<file path="config.mk">
export PLATFORM = sky130hd
export DESIGN_NAME = ecct_timer
export DESIGN_NICKNAME = d
export VERILOG_FILES = /design/src/rtl/ecct_pkg.sv /design/src/rtl/ecct_edge_detect.sv /design/src/rtl/ecct_timer.sv
export SDC_FILE = /design/constraint.sdc
export NUM_CORES = 1
export LEC_CHECK = 0
export BUFFER_PORTS_ARGS = -buffer_cell sky130_fd_sc_hd__buf_4
export CELL_PAD_IN_SITES_DETAIL_PLACEMENT = 1
export CELL_PAD_IN_SITES_GLOBAL_PLACEMENT = 2
export CORE_ASPECT_RATIO = 1.75
export CORE_MARGIN = 3
export CORE_UTILIZATION = 29
export DETAILED_ROUTE_END_ITERATION = 8
export GPL_TIMING_DRIVEN = 0
export PLACE_DENSITY = 0.79
export SYNTH_ARGS = -nofsm -noshare
export SYNTH_HDL_FRONTEND = slang
export SYNTH_SLANG_ARGS = --single-unit
</file>
<file path="constraint.sdc">
create_clock -name ref_clk_i -period 2.03 [get_ports ref_clk_i]
set_input_delay 0.406 -clock ref_clk_i [delete_from_list [all_inputs] [get_ports ref_clk_i]]
set_output_delay 0.406 -clock ref_clk_i [all_outputs]
set_load 0.05 [all_outputs]
</file>
<file path="src/rtl/ecct_pkg.sv">
// Package: constants and encodings for the edge-clear capture timer
package ecct_pkg;
    // Mode field values (bits 3:2 of timer mode control)
    localparam logic [1:0] MODE_EDGE_CLEAR = 2'h2;
    // Clock select values (prescaler mode bits 1:0)
    localparam logic [1:0] CLKSEL_DIV1     = 2'h0;
    localparam logic [1:0] CLKSEL_DIV2     = 2'h1;
    localparam logic [1:0] CLKSEL_DIV4     = 2'h2;
    localparam logic [1:0] CLKSEL_TRIGGER  = 2'h3;
    // Edge select encodings (falling, rising, none, both)
    localparam logic [1:0] EDGE_FALL       = 2'h0;
    localparam logic [1:0] EDGE_RISE       = 2'h1;
    localparam logic [1:0] EDGE_NONE       = 2'h2;
    localparam logic [1:0] EDGE_BOTH       = 2'h3;
    // Reset values
    localparam logic [15:0] COUNT_RESET    = 16'h0000;
    localparam logic [15:0] CAPREG_RESET   = 16'h0000;
    localparam logic        PIN_RESET      = 1'h0;
    // Prescaler divider width
    localparam int          PRESCALE_W     = 2;
endpackage : ecct_pkg

</file>
<file path="src/rtl/ecct_edge_detect.sv">
// Two-sample edge detector for one trigger pin
`timescale 1ns/1ps
`default_nettype none
module ecct_edge_detect (
    // Clock and reset
    input  wire logic       ref_clk_i,
    input  wire logic       rst_i,
    // Sampling
    input  wire logic       sample_en_i,
    input  wire logic       pin_i,
    input  wire logic [1:0] edge_sel_i,
    // Detected edges
    output logic            valid_o,
    output logic            reverse_o
);
    typedef struct packed {
        logic       sync1;
        logic       sync2;
        logic [1:0] hist;
        logic       stable;
        logic       valid;
        logic       reverse;
    } ecct_ed_type;

    ecct_ed_type st;
    ecct_ed_type next_st;
    logic        rise;
    logic        fall;

    always_comb begin
        next_st         = st;
        next_st.sync1   = pin_i;
        next_st.sync2   = st.sync1;
        next_st.valid   = 1'b0;
        next_st.reverse = 1'b0;
        rise            = 1'b0;
        fall            = 1'b0;
        if (sample_en_i) begin
            next_st.hist = {st.hist[0], st.sync2};
            // Level accepted only when two samples agree; filters short glitches
            if (st.hist[0] == st.sync2) begin
                next_st.stable = st.sync2;
                rise = st.sync2 & ~st.stable;
                fall = ~st.sync2 & st.stable;
            end
            case (edge_sel_i)
                ecct_pkg::EDGE_FALL: begin
                    next_st.valid   = fall;
                    next_st.reverse = rise;
                end
                ecct_pkg::EDGE_RISE: begin
                    next_st.valid   = rise;
                    next_st.reverse = fall;
                end
                ecct_pkg::EDGE_BOTH: begin
                    next_st.valid   = rise | fall;
                    next_st.reverse = rise | fall;
                end
                default: begin
                    next_st.valid   = 1'b0;
                    next_st.reverse = 1'b0;
                end
            endcase
        end
    end

    always_ff @(posedge ref_clk_i or posedge rst_i) begin
        if (rst_i) begin
            st <= '0;
        end else begin
            st <= next_st;
        end
    end

    assign valid_o   = st.valid;
    assign reverse_o = st.reverse;
endmodule : ecct_edge_detect
`default_nettype wire

</file>
<file path="src/rtl/ecct_timer.sv">
// Top: 16-bit timer cleared and restarted by trigger edge, two capture/compare registers
`timescale 1ns/1ps
`default_nettype none
module ecct_timer (
    // Clock and reset
    input  wire logic        ref_clk_i,
    input  wire logic        rst_i,
    // Mode control
    input  wire logic        mode_field_high_i,
    input  wire logic        mode_field_low_i,
    input  wire logic        edge_toggle_enable_i,
    // Prescaler
    input  wire logic        clock_select_high_i,
    input  wire logic        clock_select_low_i,
    input  wire logic [1:0]  primary_edge_sel_i,
    input  wire logic        secondary_edge_sel_high_i,
    input  wire logic        secondary_edge_sel_low_i,
    // Capture/compare control
    input  wire logic        capcomp_zero_capture_i,
    input  wire logic        reverse_phase_capture_sel_i,
    input  wire logic        capcomp_one_capture_i,
    // Compare value writes
    input  wire logic        capcomp_reg_zero_we_i,
    input  wire logic [15:0] capcomp_reg_zero_wdata_i,
    input  wire logic        capcomp_reg_one_we_i,
    input  wire logic [15:0] capcomp_reg_one_wdata_i,
    // Pins
    input  wire logic        primary_trigger_pin_i,
    input  wire logic        secondary_trigger_pin_i,
    output logic             timer_output_pin_o,
    // State and events
    output logic [15:0]      up_counter_o,
    output logic [15:0]      capcomp_reg_zero_o,
    output logic [15:0]      capcomp_reg_one_o,
    output logic             event_zero_o,
    output logic             event_one_o
);
    localparam int PRESCALE_W_L = ecct_pkg::PRESCALE_W;

    typedef struct packed {
        logic [PRESCALE_W_L-1:0] div;
        logic [15:0]             counter;
        logic [15:0]             reg_zero;
        logic [15:0]             reg_one;
        logic                    out_pin;
        logic                    ev_zero;
        logic                    ev_one;
    } ecct_top_type;

    ecct_top_type st;
    ecct_top_type next_st;
    logic [1:0]   mode;
    logic [1:0]   clk_sel;
    logic [1:0]   sec_sel;
    logic         prim_valid;
    logic         prim_rev;
    logic         sec_valid;
    logic         tick;
    logic         active;
    logic         match_zero;
    logic         match_one;
    logic         cap_one;
    logic         sec_in_use;
    logic         match_toggle;
    logic         edge_toggle;

    assign mode    = {mode_field_high_i, mode_field_low_i};
    assign clk_sel = {clock_select_high_i, clock_select_low_i};
    assign sec_sel = {secondary_edge_sel_high_i, secondary_edge_sel_low_i};

    // Pins sampled every reference cycle (prescaler source rate)
    ecct_edge_detect u_prim (
        .ref_clk_i   (ref_clk_i),
        .rst_i       (rst_i),
        .sample_en_i (1'b1),
        .pin_i       (primary_trigger_pin_i),
        .edge_sel_i  (primary_edge_sel_i),
        .valid_o     (prim_valid),
        .reverse_o   (prim_rev)
    );

    ecct_edge_detect u_sec (
        .ref_clk_i   (ref_clk_i),
        .rst_i       (rst_i),
        .sample_en_i (1'b1),
        .pin_i       (secondary_trigger_pin_i),
        .edge_sel_i  (sec_sel),
        .valid_o     (sec_valid),
        .reverse_o   ()
    );

    always_comb begin
        next_st         = st;
        next_st.ev_zero = 1'b0;
        next_st.ev_one  = 1'b0;
        active          = (mode == ecct_pkg::MODE_EDGE_CLEAR);
        // Divider idles at zero so every mode entry starts on a clean phase
        if (active) begin
            next_st.div = st.div + 1'b1;
        end else begin
            next_st.div = '0;
        end
        case (clk_sel)
            ecct_pkg::CLKSEL_DIV1: begin
                tick = active;
            end
            ecct_pkg::CLKSEL_DIV2: begin
                tick = active & (st.div[0] == 1'b1);
            end
            ecct_pkg::CLKSEL_DIV4: begin
                tick = active & (st.div == '1);
            end
            ecct_pkg::CLKSEL_TRIGGER: begin
                tick = active & prim_valid;
            end
            default: begin
                tick = 1'b0;
            end
        endcase
        sec_in_use = (sec_sel != ecct_pkg::EDGE_NONE);
        match_zero = active & ~capcomp_zero_capture_i & (st.counter == st.reg_zero);
        match_one  = active & ~capcomp_one_capture_i & (st.counter == st.reg_one);
        cap_one    = active & capcomp_one_capture_i & prim_valid;

        // Writes ignored while a register captures
        if (capcomp_reg_zero_we_i && !capcomp_zero_capture_i) begin
            next_st.reg_zero = capcomp_reg_zero_wdata_i;
        end
        if (capcomp_reg_one_we_i && !capcomp_one_capture_i) begin
            next_st.reg_one = capcomp_reg_one_wdata_i;
        end

        if (!active) begin
            next_st.counter = ecct_pkg::COUNT_RESET;
        end else if (clk_sel == ecct_pkg::CLKSEL_TRIGGER) begin
            // Misuse: trigger edge as count clock holds the counter cleared
            next_st.counter = ecct_pkg::COUNT_RESET;
        end else if (prim_valid) begin
            next_st.counter = ecct_pkg::COUNT_RESET;
        end else if (tick) begin
            // Counts from entry, wraps on overflow
            next_st.counter = st.counter + 16'h0001;
        end

        // Compare events, counter untouched
        if (match_zero && tick) begin
            next_st.ev_zero = 1'b1;
        end
        if (match_one && tick) begin
            next_st.ev_one = 1'b1;
        end

        // Register zero trigger: secondary pin, or reverse phase of primary
        if (active && capcomp_zero_capture_i) begin
            if (reverse_phase_capture_sel_i) begin
                if (prim_rev) begin
                    next_st.reg_zero = st.counter;
                end
                if (sec_valid) begin
                    next_st.ev_zero = 1'b1;
                end
            end else if (sec_valid) begin
                next_st.reg_zero = st.counter;
                next_st.ev_zero  = 1'b1;
            end
        end else if (active && sec_valid) begin
            next_st.ev_zero = 1'b1;
        end

        // Capture takes the count from before the same-edge clear
        if (cap_one) begin
            next_st.reg_one = st.counter;
            next_st.ev_one  = 1'b1;
        end

        // Match and edge in one cycle cancel: two toggles leave the pin as it was
        match_toggle = (match_zero || match_one) && tick;
        edge_toggle  = edge_toggle_enable_i && prim_valid;
        // Output pin unusable while secondary edges are watched
        if (!active || sec_in_use) begin
            next_st.out_pin = ecct_pkg::PIN_RESET;
        end else if (match_toggle ^ edge_toggle) begin
            next_st.out_pin = ~st.out_pin;
        end
    end

    always_ff @(posedge ref_clk_i or posedge rst_i) begin
        if (rst_i) begin
            st          <= '0;
            st.counter  <= ecct_pkg::COUNT_RESET;
            st.reg_zero <= ecct_pkg::CAPREG_RESET;
            st.reg_one  <= ecct_pkg::CAPREG_RESET;
            st.out_pin  <= ecct_pkg::PIN_RESET;
        end else begin
            st <= next_st;
        end
    end

    // All outputs straight from the state register
    assign timer_output_pin_o = st.out_pin;
    assign up_counter_o       = st.counter;
    assign capcomp_reg_zero_o = st.reg_zero;
    assign capcomp_reg_one_o  = st.reg_one;
    assign event_zero_o       = st.ev_zero;
    assign event_one_o        = st.ev_one;
endmodule : ecct_timer
`default_nettype wire

</file>
==> metrics, run 1 <==
status=completed; Wirelength per Cell=16.5 µm; async set or reset register ratio after synthesis=1.00; die area=14400 µm²; Worst Path Buf+Inv=1; Detail Placement HPWL=8660 µm; Max VDD drop=0.389 mV; commonest non-fill, non-tap cells in the layout=151 x buf_4, 64 x dfrtp_1, 60 x nand2_1; Synth area leaders=dfrtp_1 43%, buf_4 10%, xnor2_1 7.5%; P&R area growth vs syn=33.5%; Clk Latency, worst-skew pair=0.33 ns; Slew headroom=0.443; max-cap viol count=0; CTS Buf Count=9; Worst-Margin Slew=0.835 ns; Die Wd=92.0 µm; CP endpoint kind=register; Comb pwr share=0.257; GPL Wtd Cong=0.791; largest net degree at the start of global routing=65; top-area cell type share of the netlist area=0.426; multi-input logic area=1540 µm²; main combinational cell family by area after synthesis=simple AND/OR/NAND/NOR gates; crit path kind=reg -> reg; clk sinks=64; NumNets Final=544; CP arrival=2.14 ns; Setup Skew=0.00755 ns; Post-Route WL=11000 µm; Initial Utilization=0.299; initial antenna violation count=0; CTS tree=done; GRT Util Overall=0.159; post-synthesis compound-gate area fraction=0.0779; setup TNS=0 ns; Pwr Density=819 nW/µm²; prevailing post-synth register cell=dfrtp_1; io pins=101; final setup vio count=0; flops & latches, synth=64; multiplexer share of the synthesized area=0.0480; sequential area share after synthesis=0.426; clock group share of total power=0.377; Synth Area in Adders=0.00933; total power=4.11 mW; design area=5010 µm²; xor/xnor share of the synthesized area=0.110; post-layout min period=1.93 ns; port bufs=100; Simple-Gate Fraction of Synth Area=0.165; RSZ-0062 raised after global routing=false; pre-CTS WS=0.0260 ns; distinct cell type count after synthesis=42; r2r worst-path depth=7; Reg area=1600 µm²; Required @ worst endpoint=2.24 ns; share of cells above drive strength 1=0.392; maximum clock path buffer count=2; Hold Path Origin=primary_trigger_pin_i; Leakage=2.42 nW; Gate Count Post-Synth=383; setup ws final=0.104 ns; worst r2r src=up_counter_o[11]; Max Fclk=519 MHz; Slew Limit Fails=0; Area after DPL=4720 µm²; Post-synth EDFFs=0; critical path cell sequence=clkbuf_8 -> xnor2_1 -> nand4_1 -> nor4_1 -> nand3_1 -> a21oi_1 -> nor3b_2; internal power=2.78 mW; ANT nets after route=0; num rows=54; area of the core=12600 µm²; ANT cells=0; fillers=1475; crit share post-route=0.949; Top Family by Delay on Critical Path=simple AND/OR/NAND/NOR gates; vias after detailed routing=3000; RR Endpoint=timer_output_pin_o; Hold Vio Cnt, Final=0; First-pass DRT Iterations=4; H-tree depth=3; Die Y=157 µm; Synth warnings=0; GR Overflow Total=0; Mapped Nets=435; worst hold path class=in -> reg; Mean Syn Cell Area=9.81 µm²; wire length of the first global-routing pass=17500 µm; Crit path largest cell delay=0.38 ns; Worst Hold Depth=1; most common cell after layout, fill and taps aside=buf_4; r2r setup slk=0.10 ns; Mapped Area=3760 µm²; Crit Path Max Fanout=8; vias in the first global route=3331; Sw Ratio=0.324; startpoint types=register; drt first-iter violations=121; P_sw=1.33 mW; DRC errors left=0; Root Buffer=clkbuf_16; clock transition at the registers of the reported paths=0.06 ns; Yosys top cell by area=dfrtp_1; routed vias/inst=4.51; CP max stage cell=dfrtp_1; hold endpoint=u_prim.next_st[5]; Flop pwr share=0.366
-- final cells by class --
type | instances | area share
plain buffers | 74 | 0.120
clock buffers | 9 | 0.0449
clock inverters | 7 | 0.0145
inverters | 2 | 0.00200
multi-input cells | 241 | 0.308
flip-flops and latches | 64 | 0.319
well taps | 168 | 0.0419
repair buffers | 100 | 0.150
-- metrics by stage --
stage,instances,util,hold slack (ns)
finish,665,0.399,0.181
global route,665,0.399,0.166
CTS,666,0.399,0.165
detailed placement,651,0.376,0.337
global placement,651,0.375,0.333
floorplan,383,-,0.331
-- synth_stat cells, types with 3 or more instances --
library cell and instances:
nand2_1 60, clkbuf_8 7, xnor2_1 32, o21ai_0 17
buf_2 6, a22oi_1 16, and3_1 4, buf_4 51
clkbuf_1 7, nand2b_1 3, dfrtp_1 64, a21oi_1 5
nor2_1 23, xor2_1 15, nor3_1 5, nand3_1 11
nand4_1 8, mux2i_1 18
-- state kept, by name (all words and copies together) (netlist names) --
signal	cells
capcomp_reg_one_o	16
capcomp_reg_zero_o	16
event_one_o	1
event_zero_o	1
st	2
timer_output_pin_o	1
u_prim.next_st	1
u_prim.reverse_o	1
u_prim.st	3
u_prim.valid_o	1
u_sec.next_st	1
u_sec.st	3
u_sec.valid_o	1
up_counter_o	16
-- power by group through the flow --
| stage | clock network, mW | registers, mW | logic, mW |
|---|---|---|---|
| global route | 1.65 | 1.52 | 1.13 |
| detailed placement | 0 | 1.53 | 1.07 |
| floorplan | 0 | 1.49 | 0.753 |
| CTS | 1.59 | 1.51 | 1.07 |
| global placement | 0 | 1.52 | 1.05 |
| finish | 1.55 | 1.50 | 1.05 |
-- what timing repair did --
action / CTS / global route
setup endpoints to repair: 1 / 1
cloned: 0 / 0
setup buffers: 0 / 0
hold buffers: 0 / 0
gates resized for setup: 0 / 1
-- worst max-delay path by stage --
stage,start,endpoint,slack [ns],cells after the start
final,up_counter_o[11],timer_output_pin_o,0.10,7
after global routing,up_counter_o[11],timer_output_pin_o,0.008,7
after CTS,up_counter_o[10],timer_output_pin_o,0.01,7
after detailed placement,clock_select_low_i,timer_output_pin_o,0.03,6
after global placement,rst_i,event_one_o,-0.92,2
after floorplan,rst_i,capcomp_reg_one_o[0],0.03,1
-- cells by family after synthesis --
| logic type | count (synthesis) |
|---|---|
| fa+ha+maj | 3 |
| flops | 64 |
| compound gates | 44 |
| xor+xnor | 47 |
| simple gates | 129 |
| mux | 18 |
| buf+inv | 78 |
-- worst register-to-register path, stage by stage, from the launching register on --
cell and delay, ns:
dfrtp_1 0.38, clkbuf_8 0.16, xnor2_1 0.20, nand4_1 0.17
nor4_1 0.35, nand3_1 0.23, a21oi_1 0.25, nor3b_2 0.06
-- per-layer routing --
| metal | vias to the layer above | global-route usage | wire length [µm] | part of all wire |
|---|---|---|---|---|
| met5 | - | 0 | 0 | 0 |
| met4 | 0 | 0.0652 | 278 | 0.025 |
| met3 | 13 | 0.0303 | 384 | 0.035 |
| met2 | 72 | 0.311 | 6380 | 0.58 |
| met1 | 1475 | 0.161 | 3950 | 0.36 |
| li1 | 1440 | - | - | - |
(Power assumes the default switching activity.)
==> run 2, diff against run 1 <==
Settings changed: CORE_MARGIN 3 to 2.
==> run 2 against run 1 <==
Clock skew grew 0.00067 ns. Clock power is 9% higher. Via count up 0.60%. Core utilization decreased by 0.44 points. Routed wire length fell by 0.35%. Total power up 3.5%. Die area decreased by 3.4%. Critical endpoint unchanged.
==> metrics, run 2 (synthesized netlist as in run 1, its figures left out) <==
RSZ-0062 raised after global routing=false; Root Buffer=clkbuf_16; clock transition at the registers of the reported paths=0.06 ns (about the same); total power=4.25 mW (+3.5%); max-cap viol count=0 (unchanged); vias in the first global route=3267 (-1.9%); Final Core Density=0.395 (-0.00442); critical path cell sequence=bufbuf_16 -> xnor2_1 -> nand4_1 -> nor3_1 -> nand4_1 -> a21oi_1 -> nor3b_2; clk sinks=64 (unchanged); crit share post-route=0.928 (-0.0209); Worst-Margin Slew=0.824 ns (-0.0106 ns); ANT cells=0 (unchanged); Clk Latency, worst-skew pair=0.34 ns (about the same); GRT Util Overall=0.160 (+0.00109); Detail Placement HPWL=8620 µm (-0.49%); P&R area growth vs syn=34.4%; routed vias/inst=4.52 (+0.15%); initial antenna violation count=0 (unchanged); Post-Route WL=11000 µm (-0.35%); Pwr Density=841 nW/µm² (+2.7%); Crit path largest cell delay=0.38 ns (about the same); port bufs=100 (unchanged); design area=5050 µm² (+0.72%); Wirelength per Cell=16.4 µm (-0.80%); die area=13900 µm² (-3.4%); Post-CTS Setup Repair Bufs=0 (unchanged); NumNets Final=544 (unchanged); final setup vio count=0 (unchanged); CP Depth=7 (unchanged); CP arrival=2.10 ns (-0.04 ns); maximum clock path buffer count=2 (unchanged); setup TNS=0 ns (unchanged); Max VDD drop=0.508 mV (+31%); num rows=55 (+1.9%); area of the core=12800 µm² (+1.9%); most frequent CP cell=nand4_1; Fin Hold WS=0.176 ns (-0.00424 ns); commonest non-fill, non-tap cells in the layout=151 x buf_4, 64 x dfrtp_1, 60 x nand2_1; Worst Path Buf+Inv=1 (unchanged); CP max stage cell=dfrtp_1; CTS Buf Count=9 (unchanged); most common cell after layout, fill and taps aside=buf_4; drt first-iter violations=88 (-27%); Top Family by Delay on Critical Path=simple AND/OR/NAND/NOR gates; Reg area=1600 µm² (unchanged); Leakage=2.44 nW (+0.82%); Hold Vio Cnt, Final=0 (unchanged); post-layout min period=1.88 ns (-0.0424 ns); Area after DPL=4720 µm² (about the same); Setup Skew=0.00822 ns (+0.000675 ns); Die Wd=90.0 µm (-2.2%); wire length of the first global-routing pass=17100 µm (-1.9%); vias after detailed routing=3018 (+0.60%); Die Y=155 µm (-1.3%); ANT nets after route=0 (unchanged); status=completed; multi-input logic area=1560 µm² (+0.97%); Max Fclk=531 MHz (+2.3%); fillers=1526 (+3.5%); H-tree depth=3 (unchanged); DRC errors left=0 (unchanged); worst hold path class=in -> reg; CP endpoint kind=register; First-pass DRT Iterations=4 (unchanged); largest net degree at the start of global routing=65 (unchanged); r2r setup slk=0.15 ns (+0.04 ns); Slew headroom=0.450 (+0.00705); share of cells above drive strength 1=0.390 (-0.00201); Slew Limit Fails=0 (unchanged); GR Overflow Total=0 (unchanged); io pins=101 (unchanged); GPL Wtd Cong=0.756 (-4.4%); Worst Hold Depth=1 (unchanged); CTS tree=done; r2r worst-path depth=7 (unchanged); Crit Path Max Fanout=6 (-2); Initial Utilization=0.293 (-0.00543); crit path kind=reg -> reg; startpoint types=register; Required @ worst endpoint=2.25 ns (about the same)
## run 2: repair_timing
item | 4_1_cts | 5_1_grt
hold buffers | 0 | 0
setup endpoints to repair | 1 | 1
gates resized for setup | 1 | 2
## run 2: metrics by stage
step	cells	worst slack (ns)
after global placement	654	-0.925
after floorplan	383	0.0259
after global routing	668	0.0142
final	668	0.147
after CTS	670	0.0587
after detailed placement	654	-0.000537
## run 2: final cells by class
cell class / instances / area share
well taps: 171 / 0.0424
inverters: 2 / 0.00198
multi-input cells: 241 / 0.308
flip-flops and latches: 64 / 0.317
clock buffers: 13 / 0.0496
plain buffers: 74 / 0.119
repair buffers: 100 / 0.149
clock inverters: 3 / 0.0129
## run 2: power breakdown
| group | total, mW | switching (mW) | leakage, nW | internal (mW) |
|---|---|---|---|---|
| combinational | 1.06 | 0.615 | 1.47 | 0.443 |
| clock | 1.69 | 0.578 | 0.154 | 1.11 |
| sequential | 1.51 | 0.117 | 0.814 | 1.39 |
## run 2: routing by layer
metal	part of all wire	wire length [µm]	global-route usage
met3	0.038	413	0.0399
met5	0	0	0
met1	0.37	4040	0.160
met4	0.030	326	0.0659
met2	0.56	6180	0.309
## run 2: final timing paths
| check | from | endpoint |
|---|---|---|
| max in group asynchronous | rst_i | capcomp_reg_one_o[15] |
| max | up_counter_o[13] | timer_output_pin_o |
| max reg2reg | up_counter_o[13] | timer_output_pin_o |
| min in group asynchronous | rst_i | capcomp_reg_zero_o[11] |
| min reg2reg | u_sec.next_st[5] | u_sec.st[5] |
| min | primary_trigger_pin_i | u_prim.next_st[5] |
==> run 3, diff against run 2 <==
Settings changed: GPL_TIMING_DRIVEN 0 to not set, RECOVER_POWER set to 100.
==> run 3 against run 2 <==
Critical path depth unchanged. Critical endpoint unchanged. Sequential share of layout area grew 4.8 points. Largest power group unchanged. Die area unchanged. Maximum frequency up 1.4%. Worst hold slack improved by 0.024 ns. Largest cell class unchanged. Highest routed layer unchanged. Total power fell by 5.9%.
==> metrics, run 3 (synthesized netlist as in run 1, its figures left out) <==
Clk Latency, worst-skew pair=0.33 ns (about the same); RSZ-0062 raised after global routing=false; crit path kind=reg -> reg; Required @ worst endpoint=2.24 ns (about the same); Die Y=155 µm (unchanged); ANT nets after route=0 (unchanged); max-cap viol count=0 (unchanged); GRT Util Overall=0.164 (+0.00471); Crit Path Max Fanout=5 (-1); fillers=1567 (+2.7%); final setup vio count=0 (unchanged); Max Fclk=539 MHz (+1.4%); die area=13900 µm² (unchanged); port bufs=100 (unchanged); Worst Path Buf+Inv=1 (unchanged); Max VDD drop=0.432 mV (-15%); critical path cell sequence=xnor2_1 -> nand4_1 -> nor3_1 -> buf_4 -> nand4_1 -> a21oi_1 -> nor3b_2; CP arrival=2.07 ns (-0.03 ns); CTS Buf Count=9 (unchanged); status=completed; DRC errors left=0 (unchanged); Slew Limit Fails=0 (unchanged); Detail Placement HPWL=8600 µm (-0.29%); CTS tree=done; post_cts resized=0 (-1); num rows=55 (unchanged); Post-CTS Setup Repair Bufs=0 (unchanged); CP max stage cell=dfrtp_1; maximum clock path buffer count=2 (unchanged); First-pass DRT Iterations=5 (+1); Wirelength per Cell=17.8 µm (+8.7%); most common cell after layout, fill and taps aside=buf_4; initial antenna violation count=0 (unchanged); drt first-iter violations=131 (+49%); vias after detailed routing=2840 (-5.9%); design area=4390 µm² (-13%); clk sinks=64 (unchanged); CP endpoint kind=register; Root Buffer=clkbuf_16; placed cell count=600 (-8.3%); post-layout min period=1.86 ns (-0.0263 ns); ANT cells=0 (unchanged); startpoint types=register; multi-input logic area=1530 µm² (-1.8%); H-tree depth=3 (unchanged); Setup Skew=0.00499 ns (-0.00324 ns); Finished Layout Cells=616 (-7.8%); Area after DPL=4290 µm² (-9.2%); GR Overflow Total=0 (unchanged); Pwr Density=911 nW/µm² (+8.2%); Top Family by Delay on Critical Path=simple AND/OR/NAND/NOR gates; largest net degree at the start of global routing=65 (unchanged); NumNets Final=492 (-9.6%); clock transition at the registers of the reported paths=0.05 ns (about the same); routed vias/inst=4.61 (+2.0%); Hold Vio Cnt, Final=0 (unchanged); Crit path largest cell delay=0.45 ns (+0.07 ns); worst hold path class=in -> reg; crit share post-route=0.915 (-0.0130); Initial Utilization=0.293 (unchanged); Die Wd=90.0 µm (unchanged); Post-Route WL=11000 µm (+0.26%); vias in the first global route=3102 (-5.1%); setup TNS=0 ns (unchanged); Slew headroom=0.00658 (-0.444); Leakage=1.97 nW (-19%); area of the core=12800 µm² (unchanged); Reg area=1600 µm² (about the same); Worst-Margin Slew=1.49 ns (+0.666 ns); share of cells above drive strength 1=0.209 (-0.181); P&R area growth vs syn=16.9%; io pins=101 (unchanged); # hold bufs at CTS=0 (unchanged); most frequent CP cell=nand4_1; commonest non-fill, non-tap cells in the layout=65 x buf_4, 63 x dfrtp_1, 60 x nand2_1; GPL Wtd Cong=0.904 (+20%); wire length of the first global-routing pass=17500 µm (+1.9%)
-- run 3: cell count changes in the layout (fill, tap and decap cells not counted), sizes merged --
cell    change
bufbuf      -1
clkbuf     +43
buf        -94
-- run 3: final cells by class --
cell class | count | share of cell area
clock buffers | 13 | 0.0570
clock inverters | 3 | 0.0148
inverters | 2 | 0.00171
multi-input cells | 241 | 0.348
flip-flops and latches | 64 | 0.365
well taps | 171 | 0.0487
repair buffers | 122 | 0.164
-- run 3: per-stage QoR --
step | util | hold WS, ns | total power, mW | setup slack (ns)
after floorplan | - | 0.331 | 2.25 | 0.0259
after global placement | 0.335 | 0.333 | 2.45 | 0.219
after detailed placement | 0.335 | 0.336 | 2.47 | 0.155
after CTS | 0.360 | 0.164 | 4.14 | 0.124
after global routing | 0.343 | 0.191 | 4.17 | 0.0203
final | 0.343 | 0.200 | 4.00 | 0.173
-- run 3: report_power, final --
group / internal [mW] / switching, mW
registers: 1.39 / 0.121
clock network: 1.11 / 0.551
logic: 0.240 / 0.588
total: 2.74 / 1.26
-- run 3: path summary, 6_finish.rpt --
kind                                         start                      to  slack [ns]  cells past startpoint
setup / recovery                  up_counter_o[13]      timer_output_pin_o        0.17                      7
hold / removal             secondary_trigger_pin_i        u_sec.next_st[5]        0.20                      1
setup reg to reg                  up_counter_o[13]      timer_output_pin_o        0.17                      7
hold reg to reg                   u_sec.next_st[5]             u_sec.st[5]        0.35                      0
max in group asynchronous                    rst_i         up_counter_o[0]        0.43                      3
min in group asynchronous                    rst_i  capcomp_reg_zero_o[13]        0.58                      3
-- run 3: per-layer routing --
| layer | routed length, µm | global-route usage | up-vias |
|---|---|---|---|
| li1 | - | - | 1339 |
| met1 | 4030 | 0.174 | 1401 |
| met2 | 6060 | 0.297 | 76 |
| met3 | 488 | 0.0458 | 24 |
| met4 | 408 | 0.0806 | 0 |
| met5 | 0 | 0 | - |
